File: src/hw/rbs_pkg.sv
package rbs_pkg;
    // Instruction fields
    localparam int INSTR_W = 16;
    localparam int PC_W = 21;
    localparam int DADDR_W = 12;
    localparam int BANK_W = 4;
    localparam int OFFS_W = 11;
    localparam logic [4:0] OPC_REL_JUMP = 5'h1a;
    localparam logic [3:0] OPC_BIT_SET = 4'h8;
    localparam int OPC_JUMP_LSB = 11;
    localparam int OPC_SET_LSB = 12;
    localparam int BIT_IDX_LSB = 9;
    localparam int ACC_BIT_POS = 8;
    localparam int FILE_ADDR_LSB = 0;

    // Access bank split and indexed-literal window
    localparam logic [7:0] ACC_LOW_LAST = 8'h5f;
    localparam logic [7:0] IDX_LIT_LAST = 8'h5f;
    localparam logic [BANK_W-1:0] ACC_LOW_BANK = 4'h0;
    localparam logic [BANK_W-1:0] ACC_HIGH_BANK = 4'hf;

    // Reset values
    localparam logic [PC_W-1:0] PC_TARGET_RST = 21'h000000;
    localparam logic [DADDR_W-1:0] DADDR_RST = 12'h000;
    localparam logic [INSTR_W-1:0] INSTR_RST = 16'h0000;

    // One instruction cycle is four clocks, one per phase
    typedef enum logic [1:0] {
        RBS_Q1,
        RBS_Q2,
        RBS_Q3,
        RBS_Q4
    } rbs_phase_t;
endpackage

File: src/hw/rbs_addr_form.sv
module rbs_addr_form
    import rbs_pkg::*;
(
    // Operand
    input wire logic [7:0] file_addr,
    input wire logic use_bank_sel,
    // Core state
    input wire logic [BANK_W-1:0] bank_sel,
    input wire logic [DADDR_W-1:0] idx_base,
    input wire logic ext_set_en,
    // Result
    output logic [DADDR_W-1:0] data_addr,
    output logic indexed
);
    logic [DADDR_W-1:0] acc_addr;
    logic [DADDR_W-1:0] banked_addr;
    logic [DADDR_W-1:0] idx_addr;

    // Access addresses up to 95 map to bank 0, addresses 96 and up to the top SFR bank
    assign acc_addr = (file_addr <= ACC_LOW_LAST) ? {ACC_LOW_BANK, file_addr} : {ACC_HIGH_BANK, file_addr};
    assign banked_addr = {bank_sel, file_addr};
    assign idx_addr = idx_base + {4'h0, file_addr};
    assign indexed = !use_bank_sel && ext_set_en && (file_addr <= IDX_LIT_LAST); // [RQ7]
    assign data_addr = use_bank_sel ? banked_addr // [RQ6]
                     : indexed ? idx_addr // [RQ7]
                     : acc_addr; // [RQ5]
endmodule

File: src/hw/rbs_exec.sv
// Summary of operation
// RQ1 - An opcode with top five bits 11010 is the unconditional jump, its low 11 bits a signed offset -1024..1023.
// RQ2 - The jump target is the incremented program counter plus twice the signed offset.
// RQ3 - The jump takes two instruction cycles, loads the counter in the first Q4 and does nothing in the second.
// RQ4 - An opcode with top nibble 1000 is the bit set, with a 3-bit index, an access bit and an 8-bit address.
// RQ5 - With the access bit clear the address is resolved inside the access bank.
// RQ6 - With the access bit set the address is the bank select register joined to the 8-bit address.
// RQ7 - With the access bit clear, the extended set on and an address up to 95, indexed literal offset is used.
// RQ8 - The bit set reads in Q2 and writes back in Q4 of one cycle, and neither instruction touches status flags.
module rbs_exec
    import rbs_pkg::*;
(
    // Clock and reset
    input wire logic CLOCK,
    input wire logic RSTN,
    // Fetch side
    input wire logic [INSTR_W-1:0] INSTR,
    input wire logic INSTR_VALID,
    input wire logic [PC_W-1:0] PC_IN,
    // Core state
    input wire logic [BANK_W-1:0] BANK_SELECT_REG,
    input wire logic [DADDR_W-1:0] IDX_BASE,
    input wire logic EXT_SET_EN,
    // Program counter load
    output logic PC_LOAD,
    output logic [PC_W-1:0] PC_TARGET,
    // Forced no-operation cycle, prefetched word discarded
    output logic NOP_CYCLE,
    output logic [1:0] PHASE,
    // Data memory
    output logic [DADDR_W-1:0] DM_ADDR,
    output logic DM_RD,
    input wire logic [7:0] DM_RDATA,
    output logic DM_WR,
    output logic [7:0] DM_WDATA,
    // Status flag write, never used by these instructions
    output logic STATUS_WE
);
    rbs_phase_t phase_ff;
    rbs_phase_t nxt_phase;
    logic [INSTR_W-1:0] ir_ff;
    logic jump_ff;
    logic set_ff;
    logic nop_ff;
    logic [PC_W-1:0] target_ff;
    logic [DADDR_W-1:0] addr_ff;
    logic [7:0] wdata_ff;

    logic take;
    logic dec_jump;
    logic dec_set;
    logic [PC_W-1:0] offs_x2;
    logic [PC_W-1:0] nxt_target;
    logic [DADDR_W-1:0] nxt_addr;
    logic [7:0] set_mask;
    logic start_jump;
    logic start_set;
    logic nxt_indexed;

    function automatic logic [7:0] bit_mask(input logic [2:0] idx);
        bit_mask = 8'h01 << idx;
    endfunction

    // A word offered in Q1 of the no-op cycle is the discarded prefetch
    assign take = (phase_ff == RBS_Q1) && INSTR_VALID && !nop_ff; // [RQ3]
    assign dec_jump = INSTR[INSTR_W-1:OPC_JUMP_LSB] == OPC_REL_JUMP; // [RQ1]
    assign dec_set = INSTR[INSTR_W-1:OPC_SET_LSB] == OPC_BIT_SET; // [RQ4]
    assign start_jump = take && dec_jump; // [RQ1]
    assign start_set = take && dec_set; // [RQ4]
    // Sign extend the 11-bit offset and double it
    assign offs_x2 = {{(PC_W-OFFS_W-1){INSTR[OFFS_W-1]}}, INSTR[OFFS_W-1:0], 1'b0}; // [RQ1]
    assign nxt_target = PC_IN + offs_x2; // [RQ2]
    assign set_mask = bit_mask(ir_ff[BIT_IDX_LSB +: 3]); // [RQ4]

    always_comb begin
        unique case (phase_ff)
            RBS_Q1: nxt_phase = RBS_Q2;
            RBS_Q2: nxt_phase = RBS_Q3;
            RBS_Q3: nxt_phase = RBS_Q4;
            RBS_Q4: nxt_phase = RBS_Q1;
        endcase
    end

    rbs_addr_form u_addr (
        .file_addr(INSTR[FILE_ADDR_LSB +: 8]),
        .use_bank_sel(INSTR[ACC_BIT_POS]),
        .bank_sel(BANK_SELECT_REG),
        .idx_base(IDX_BASE),
        .ext_set_en(EXT_SET_EN),
        .data_addr(nxt_addr),
        .indexed(nxt_indexed)
    );

    always_ff @(posedge CLOCK) begin
        if (!RSTN) begin
            phase_ff <= RBS_Q1;
        end else begin
            phase_ff <= nxt_phase;
        end
    end

    // Operands are captured at Q1 so that later bank or index changes cannot tear an access
    always_ff @(posedge CLOCK) begin
        if (!RSTN) begin
            ir_ff <= INSTR_RST;
        end else if (phase_ff == RBS_Q1) begin
            ir_ff <= INSTR;
        end
    end

    always_ff @(posedge CLOCK) begin
        if (!RSTN) begin
            jump_ff <= 1'b0;
            set_ff <= 1'b0;
        end else if (phase_ff == RBS_Q1) begin
            jump_ff <= start_jump; // [RQ1]
            set_ff <= start_set; // [RQ4]
        end
    end

    // Target stays put until the next jump, so the core may pick it up any time after Q1
    always_ff @(posedge CLOCK) begin
        if (!RSTN) begin
            target_ff <= PC_TARGET_RST;
        end else if (start_jump) begin
            target_ff <= nxt_target; // [RQ2]
        end
    end

    always_ff @(posedge CLOCK) begin
        if (!RSTN) begin
            addr_ff <= DADDR_RST;
        end else if (start_set) begin
            addr_ff <= nxt_addr; // [RQ5] [RQ6] [RQ7]
        end
    end

    // Second jump cycle: the prefetched word is dropped and nothing runs
    always_ff @(posedge CLOCK) begin
        if (!RSTN) begin
            nop_ff <= 1'b0;
        end else if (phase_ff == RBS_Q4) begin
            nop_ff <= jump_ff; // [RQ3]
        end
    end

    always_ff @(posedge CLOCK) begin
        if (!RSTN) begin
            wdata_ff <= 8'h00;
        end else if (phase_ff == RBS_Q2 && set_ff) begin
            wdata_ff <= DM_RDATA | set_mask; // [RQ4]
        end
    end

    assign PC_LOAD = jump_ff && (phase_ff == RBS_Q4); // [RQ3]
    assign PC_TARGET = target_ff;
    assign NOP_CYCLE = nop_ff;
    assign PHASE = phase_ff;
    assign DM_ADDR = addr_ff;
    assign DM_RD = set_ff && (phase_ff == RBS_Q2); // [RQ8]
    assign DM_WR = set_ff && (phase_ff == RBS_Q4); // [RQ8]
    assign DM_WDATA = wdata_ff;
    assign STATUS_WE = 1'b0; // [RQ8]
endmodule

File: config.mk
export PLATFORM = sky130hd
export DESIGN_NAME = rbs_exec
export DESIGN_NICKNAME = d
export VERILOG_FILES = /design/src/hw/rbs_pkg.sv /design/src/hw/rbs_addr_form.sv /design/src/hw/rbs_exec.sv
export SDC_FILE = /design/constraint.sdc
export NUM_CORES = 1
export LEC_CHECK = 0
export ABC_AREA = 1
export BUFFER_PORTS_ARGS = -buffer_cell sky130_fd_sc_hd__clkbuf_2
export CAP_MARGIN = 20
export CORE_MARGIN = 10
export CORE_UTILIZATION = 54
export CTS_BUF_LIST = sky130_fd_sc_hd__clkbuf_4
export DETAILED_ROUTE_END_ITERATION = 7
export GPL_ROUTABILITY_DRIVEN = 1
export PLACE_DENSITY = 0.85
export SLEW_MARGIN = 15
export SYNTH_ARGS = -nofsm -noshare
export SYNTH_HDL_FRONTEND = slang
export SYNTH_SLANG_ARGS = --single-unit
File: constraint.sdc
create_clock -name CLOCK -period 2.1 [get_ports CLOCK]
set_clock_uncertainty 0.1 [all_clocks]
set_input_delay 0.42 -clock CLOCK [delete_from_list [all_inputs] [get_ports CLOCK]]
set_output_delay 0.42 -clock CLOCK [all_outputs]
set_load 0.05 [all_outputs]
==> results of run 1 <==
flip-flops by register name (all words and copies together), names as in the netlist:
name / count
set_ff: 1
PHASE: 2
DM_ADDR: 12
NOP_CYCLE: 1
jump_ff: 1
ir_ff: 3
PC_TARGET: 21
DM_WDATA: 8
cell type report:
type                       count  area share
multi-input combinational    440       0.511
inverter                      82      0.0659
clock inverter                 3     0.00877
timing repair buffer         145       0.173
sequential                    49       0.209
tap                           96      0.0255
clock buffer                   5     0.00797
repair_timing:
action | 4_1_cts | 5_1_grt
hold buffers | 0 | 0
gates resized for setup | 0 | 3
endpoints found under the setup margin | 0 | 1
buffers inserted | 0 | 0
tightest hold or removal path: stages:
cell                       delay [ps]
sky130_fd_sc_hd__clkbuf_2          70
sky130_fd_sc_hd__o21ai_0           70
sky130_fd_sc_hd__nor2_1            70
cells by family (layout without fill, tap and decap cells):
family,count (synthesis),count (layout)
compound gates,116,116
xor+xnor,11,11
fa+ha+maj,34,34
buf+inv,92,235
flops,49,49
other cells,1,1
simple gates,278,278
per-stage QoR:
step	power, mW	instance area [µm²]	cells
after floorplan	1.65	3760	581
after global placement	1.93	4630	812
after detailed placement	1.96	4630	812
after CTS	2.53	4710	820
after global routing	2.69	4710	820
final	2.54	4710	820
layout by cell type (no fill, tap or decap), drive strengths merged, types with 3 or more instances in the layout:
cell,netlist,final
clkbuf,4,116
a21oi,61,61
nand3,46,46
buf,6,34
ha,32,32
o21ai,45,45
inv,80,80
nor2,82,82
xor2,6,6
clkinv,2,3
nand4,4,4
nor3,7,7
dfxtp,49,49
nand2,135,135
o21bai,4,4
xnor2,5,5
worst max path at each step:
stage               depth (start not counted)            end  slack (ps)
floorplan                                  11  PC_TARGET[10]          80
global placement                           11  PC_TARGET[14]         -20
detailed placement                         11  PC_TARGET[14]         -60
CTS                                         5          DM_RD          30
global route                                5          DM_RD           1
finish                                      5          DM_RD         100
power groups by stage:
stage               registers [mW]  logic (mW)  clock network, mW
floorplan                     1.11       0.540                  0
global placement              1.02       0.910                  0
detailed placement            1.03       0.933                  0
CTS                           1.01       0.941              0.584
global route                  1.01        1.05              0.622
finish                        1.01       0.947              0.580
per-layer routing:
layer  share of wire  vias up  routed length (µm)  GRT usage
met5               0        -                   0          0
met1            0.44     1907                5140      0.279
met2            0.47      180                5520      0.368
li1                -     2160                   -          -
met3           0.084       14                 996     0.0326
met4           0.011        0                 134     0.0503
==> metrics.cfg, run 1 <==
[run_status]
run_status = finished, final reports clean

[hold_path]
min-delay-path-class = input port to flop
hp-start = PC_IN[0]
hold_end = PC_TARGET[0]
timing.hold.worst_path_depth = 3

[critical_path]
critical_path_class = flop to output port
critical_path.slowest_cell = sky130_fd_sc_hd__dfxtp_2
delay_contributed_by_the_slowest_stage_of_the_critical_path_ps = 380
crit_arrival_ps = 1480
crit_path_max_fo = 9
critical_path.reg2reg.endpoint = PC_TARGET[20]
critical_path.n_buffers_inverters = 3
setup.worst_path.end_class = output port
timing.critical_path.required_ps = 1580
reg2reg_slack_ps = 150
worst_path_dominant_cell_family = buffers and inverters
startpoint_type = flop
crit_path_start = PHASE[1]
regToRegStartpoint = PHASE[0]
critical_path.cell_chain = inv_1 -> ha_1 -> nand2_1 -> clkinv_2 -> clkbuf_4
ff2ff_path_depth = 11

[grt]
grt_start_max_net_pins = 23
grt_remaining_overflow = 0
wire_length_of_the_first_global_routing_pass_mm = 18.5
antenna_violations_before_repair = 0
grt_pass1_vias = 3959
grt_overall_usage = 0.216

[die]
die-width_um = 103
boundaryPins = 113
floorplan.core_area_um2 = 6790
fp.dieArea_um2 = 10700
fp.dieH_um = 103
initial_utilization = 0.553
site_row_count = 30

[power]
power_switching_uw = 974
part_of_the_total_power_dissipated_in_combinational_logic = 0.373
power.internal_mw = 1.56
seqPwrFrac = 0.398
power.density_nw_per_um2 = 539
swShare = 0.384
leakagePower_nw = 2.61
peakVddDrop_v = 0.000273
p_clk_frac = 0.229

[detailed_routing]
drtPass1Iterations = 5
vias_per_cell = 5.20
route.vias.total = 4261
wire_per_inst_um = 14.4
ant_nets = 0
drt_first_iter_violations = 270
drc = 0
totalWireLength_mm = 11.8

[logic_synthesis]
multiplexer_share_of_the_synthesized_area = 0
synth_warn = 0
synth-compound-area-share = 0.165
syn-cell-area_um2 = 3760
post_syn_instances = 581
synth.lib_cells_used.distinct = 39
post-synth-top-count-cell = sky130_fd_sc_hd__nand2_1
synth_ff_type = sky130_fd_sc_hd__dfxtp_1
syn_nets = 680
synth-async-reset-ratio = 0
synth.cells.most_frequent = sky130_fd_sc_hd__nand2_1, sky130_fd_sc_hd__nor2_1, sky130_fd_sc_hd__inv_1
synth_edf_count = 0
part_of_the_yosys_area_used_for_sequential_elements = 0.261
post_synth_fa_ha_maj_area_fraction = 0.117
synth.top_cells.by_area = sky130_fd_sc_hd__dfxtp_1, sky130_fd_sc_hd__nand2_1, sky130_fd_sc_hd__ha_1, sky130_fd_sc_hd__a21oi_1, sky130_fd_sc_hd__nor2_1
ys_ff_latch = 49
syn_avg_cell_area_um2 = 6.47
yosys.area_share.xor_xnor = 0.0256
post_synth_simple_gate_area = 0.331
synth_top_family_by_area = simple AND/OR/NAND/NOR gates
synth_area_leader_cell = sky130_fd_sc_hd__dfxtp_1
synth.top_cell.area_share = 0.261

[finish]
multiInputGateArea_um2 = 2400
nNetsFinal = 822
drive_above_1_share = 0.262
antenna_cells_inserted = 0
ff_latch_area_um2 = 982
finalCoreUtilization = 0.693
synthesis_to_finish_area_growth_pct = 25.3
fillCellCount = 591

[placement]
dpl_worst_slack_ps = -59.0
detailedPlacementHpwl_mm = 9.87
gp_congestion = 0.943
buffers_added_on_ports = 111

[timing]
finalHoldViolations = 0
fin_tns_setup_ps = 0
fin_ws_ps = 97.5
setup_viol = 0
fmaxAchievable_mhz = 499
post_layout_minimum_cycle_time_ps = 2000
finalMaxSlewViolations = 0
fin_worst_hold_slack_ps = 182
fin_crit_sh = 0.954
rsz0062_at_grt = no

[clocking]
clk_transition_reported_paths_ps = 150
htreeDepth = 2
clockBufferDepth = 2
clk_latency_ps = 370
cts_root_buf = sky130_fd_sc_hd__clkbuf_4
numCtsBuffers = 5
tritoncts = yes
clock-sinks = 49

[flow_run]
drv.max_cap_violation_count = 0

No activity file was read; power rests on OpenSTA's default activity.
==> run 2, diff against run 1 <==
--- a/config.mk
+++ b/config.mk
@@ -17,4 +17,5 @@
 export SLEW_MARGIN = 15
 export SYNTH_ARGS = -nofsm -noshare
 export SYNTH_HDL_FRONTEND = slang
+export SYNTH_HIERARCHICAL = 1
 export SYNTH_SLANG_ARGS = --single-unit
==> constraint.sdc (replaced) <==
create_clock -name CLOCK -period 2.2 [get_ports CLOCK]
set_clock_uncertainty 0.1 [all_clocks]
set_input_delay 0.44 -clock CLOCK [delete_from_list [all_inputs] [get_ports CLOCK]]
set_output_delay 0.44 -clock CLOCK [all_outputs]
set_load 0.05 [all_outputs]
==> run 2 against run 1 <==
Against the previous run: synthesized cell count grew 4.1%; hold slack lost 8.5 ps; largest power group unchanged; design area shrank 4.1%; wire length shrank 4.5%; global-route usage shrank 1.3 points; clock power shrank 21%; core utilization shrank 2.8 points.
==> metrics.cfg, run 2 <==
[run_status]
run_status = finished, final reports clean  ; unchanged

[flow_run]
drv.max_cap_violation_count = 0  ; unchanged

[logic_synthesis]
syn-cell-area_um2 = 3770  ; was 3760 µm²
synth.lib_cells_used.distinct = 35  ; was 39
synth_area_leader_cell = sky130_fd_sc_hd__dfxtp_1  ; unchanged
synth-async-reset-ratio = 0  ; unchanged
syn_avg_cell_area_um2 = 6.22  ; was 6.47 µm²
ys_ff_latch = 49  ; unchanged
synth_warn = 6  ; was 0
synth.top_cells.by_area = sky130_fd_sc_hd__dfxtp_1, sky130_fd_sc_hd__nand2_1, sky130_fd_sc_hd__ha_1, sky130_fd_sc_hd__inv_1, sky130_fd_sc_hd__nor2_1  ; was sky130_fd_sc_hd__dfxtp_1, sky130_fd_sc_hd__nand2_1, sky130_fd_sc_hd__ha_1, sky130_fd_sc_hd__a21oi_1, sky130_fd_sc_hd__nor2_1
post-synth-top-count-cell = sky130_fd_sc_hd__nand2_1  ; unchanged
synth.cells.most_frequent = sky130_fd_sc_hd__nand2_1, sky130_fd_sc_hd__inv_1, sky130_fd_sc_hd__nor2_1  ; was sky130_fd_sc_hd__nand2_1, sky130_fd_sc_hd__nor2_1, sky130_fd_sc_hd__inv_1
syn_nets = 704  ; was 680
synth.top_cell.area_share = 0.260  ; was 0.261
synth_edf_count = 0  ; unchanged
part_of_the_yosys_area_used_for_sequential_elements = 0.260  ; was 0.261
post_syn_instances = 605  ; was 581
synth_ff_type = sky130_fd_sc_hd__dfxtp_1  ; unchanged

[clocking]
number_of_buffers_inserted_for_hold_repair_after_clock_tree_synthesis = 0  ; unchanged
clock-sinks = 49  ; unchanged
numCtsBuffers = 5  ; unchanged
tritoncts = yes  ; unchanged
clk_latency_ps = 380  ; was 370 ps
cts.repair_timing.setup_buffer_count = 0  ; unchanged
clockBufferDepth = 2  ; unchanged
cts_root_buf = sky130_fd_sc_hd__clkbuf_4  ; unchanged
clk_transition_reported_paths_ps = 170  ; was 150 ps
htreeDepth = 2  ; unchanged

[timing]
finalMaxSlewViolations = 0  ; unchanged
setup_viol = 0  ; unchanged
worstMarginPinSlew_ps = 596
post_layout_minimum_cycle_time_ps = 2070
fmaxAchievable_mhz = 482
finalHoldViolations = 0  ; unchanged
fin_crit_sh = 0.942
rsz0062_at_grt = no  ; unchanged
fin_ws_ps = 127  ; was 97.5 ps
maxSlewHeadroom = 0.602

[die]
fp.dieH_um = 104  ; was 103 µm
die-width_um = 104  ; was 103 µm
boundaryPins = 113  ; unchanged
floorplan.core_area_um2 = 6790  ; unchanged
initial_utilization = 0.554  ; was 0.553
site_row_count = 30  ; unchanged
fp.dieArea_um2 = 10700  ; about the same

[critical_path]
setup.worst_path.end_class = output port  ; unchanged
reg2reg_slack_ps = 360  ; was 150 ps
critical_path_class = flop to output port  ; unchanged
regToRegStartpoint = PHASE[1]  ; was PHASE[0]
critical_path.reg2reg.endpoint = PC_TARGET[19]  ; was PC_TARGET[20]
ff2ff_path_depth = 10  ; was 11
crit_arrival_ps = 1530  ; was 1480 ps
crit_path_max_fo = 9  ; unchanged
timing.critical_path.required_ps = 1660  ; was 1580 ps
startpoint_type = flop  ; unchanged

[detailed_routing]
totalWireLength_mm = 11.3  ; was 11.8 mm
drtPass1Iterations = 5  ; unchanged
drc = 0  ; unchanged
vias_per_cell = 5.02  ; was 5.20
ant_nets = 0  ; unchanged
route.vias.total = 4105  ; was 4261
drt_first_iter_violations = 305  ; was 270
wire_per_inst_um = 13.8  ; was 14.4 µm

[placement]
dp.cells = 809  ; was 812
gp_congestion = 0.922  ; was 0.943
dpl_worst_slack_ps = -39.5  ; was -59.0 ps
buffers_added_on_ports = 111  ; unchanged
detailedPlacementHpwl_mm = 9.37  ; was 9.87 mm

[power]
peakVddDrop_v = 0.000267  ; was 0.000273 V
power.density_nw_per_um2 = 501  ; was 539 nW/µm²
fin_total_pwr_mw = 2.26  ; was 2.54 mW
leakagePower_nw = 2.51  ; was 2.61 nW

[finish]
drive_above_1_share = 0.196  ; was 0.262
antenna_cells_inserted = 0  ; unchanged
finalCoreUtilization = 0.665  ; was 0.693
layout_commonest_cell = sky130_fd_sc_hd__nand2_1  ; unchanged
largest_register_ff_count = 21  ; unchanged
nNetsFinal = 819  ; was 822
synthesis_to_finish_area_growth_pct = 20.0  ; was 25.3%
finish.cell_count_without_fillers = 817  ; was 820
most-common-layout-cells = sky130_fd_sc_hd__nand2_1, sky130_fd_sc_hd__clkbuf_2, sky130_fd_sc_hd__inv_1  ; was sky130_fd_sc_hd__nand2_1, sky130_fd_sc_hd__clkbuf_2, sky130_fd_sc_hd__nor2_1

[hold_path]
min-delay-path-class = input port to flop  ; unchanged
hp-start = PC_IN[0]  ; unchanged
hold_end = PC_TARGET[0]  ; unchanged
timing.hold.worst_path_depth = 3  ; unchanged

[grt]
grt_remaining_overflow = 0  ; unchanged
grt_overall_usage = 0.203  ; was 0.216
grt_pass1_vias = 3935  ; was 3959
wire_length_of_the_first_global_routing_pass_mm = 18.9  ; was 18.5 mm
antenna_violations_before_repair = 0  ; unchanged
grt_start_max_net_pins = 36  ; was 23

run 2: changes by cell type after synthesis, moves of 4 or more:
cell / delta
sky130_fd_sc_hd__nand2_2: -8
sky130_fd_sc_hd__inv_2: -4
sky130_fd_sc_hd__a21oi_2: -4
sky130_fd_sc_hd__nand2_1: +31
sky130_fd_sc_hd__a21oi_1: -5
sky130_fd_sc_hd__nand3_1: +7
sky130_fd_sc_hd__inv_1: +19
sky130_fd_sc_hd__nand3_2: -4
sky130_fd_sc_hd__o21ai_0: -5
run 2: worst max-delay path, stage by stage (launching register included):
cell,delay [ps]
sky130_fd_sc_hd__dfxtp_2,370
sky130_fd_sc_hd__inv_1,100
sky130_fd_sc_hd__ha_1,170
sky130_fd_sc_hd__nand2_2,140
sky130_fd_sc_hd__inv_4,130
sky130_fd_sc_hd__clkbuf_4,240
run 2: logic make-up after synthesis:
group	share of synthesized area
adder cells (fa/ha/maj)	0.117
flip-flops	0.260
other	0.000996
AND/OR/NAND/NOR	0.327
buffers and inverters	0.114
AO/OA/AOI/OAI	0.153
XOR/XNOR	0.0279
run 2: repair_timing:
item                       4_1_cts  5_1_grt
hold endpoints to repair         0        0
gates resized for setup          3        1
setup endpoints to repair        1        1
pin swaps                        0        0
run 2: final cells by class:
class	instances	area, µm²
inverters	96	363
repair buffers	119	631
flip-flops and latches	49	982
well taps	96	120
clock inverters	3	26.3
clock buffers	5	37.5
fillers	668	2280
multi-input cells	449	2360
run 2: worst max-delay path by stage:
stage,slack (ps),cells after the start,start,to
floorplan,180,4,PHASE[1],DM_RD
CTS,40,5,PHASE[1],DM_RD
finish,130,5,PHASE[1],DM_RD
global route,20,5,PHASE[1],DM_RD
global placement,1,14,INSTR[0],DM_ADDR[8]
detailed placement,-40,14,INSTR[0],DM_ADDR[8]
run 2: power breakdown:
part	switching (mW)	leakage, nW	internal [mW]
registers	0.0342	0.397	0.929
clock network	0.326	0.0293	0.132
logic	0.554	2.09	0.286
run 2: layer usage:
metal  wire (µm)  global-route usage  vias up
li1            -                   -     2156
met1        5310               0.265     1804
met2        5150               0.336      134
met3         673              0.0397       11
met4         127              0.0454        0
met5           0                   0        -
run 2: stage by stage:
step | area [µm²] | setup TNS [ps] | hold WS (ps)
2_1_floorplan | 3770 | 0 | 344
3_3_place_gp | 4450 | 0 | 333
3_5_place_dp | 4450 | -45.4 | 336
4_1_cts | 4520 | 0 | 171
5_1_grt | 4520 | 0 | 171
6_report | 4520 | 0 | 174
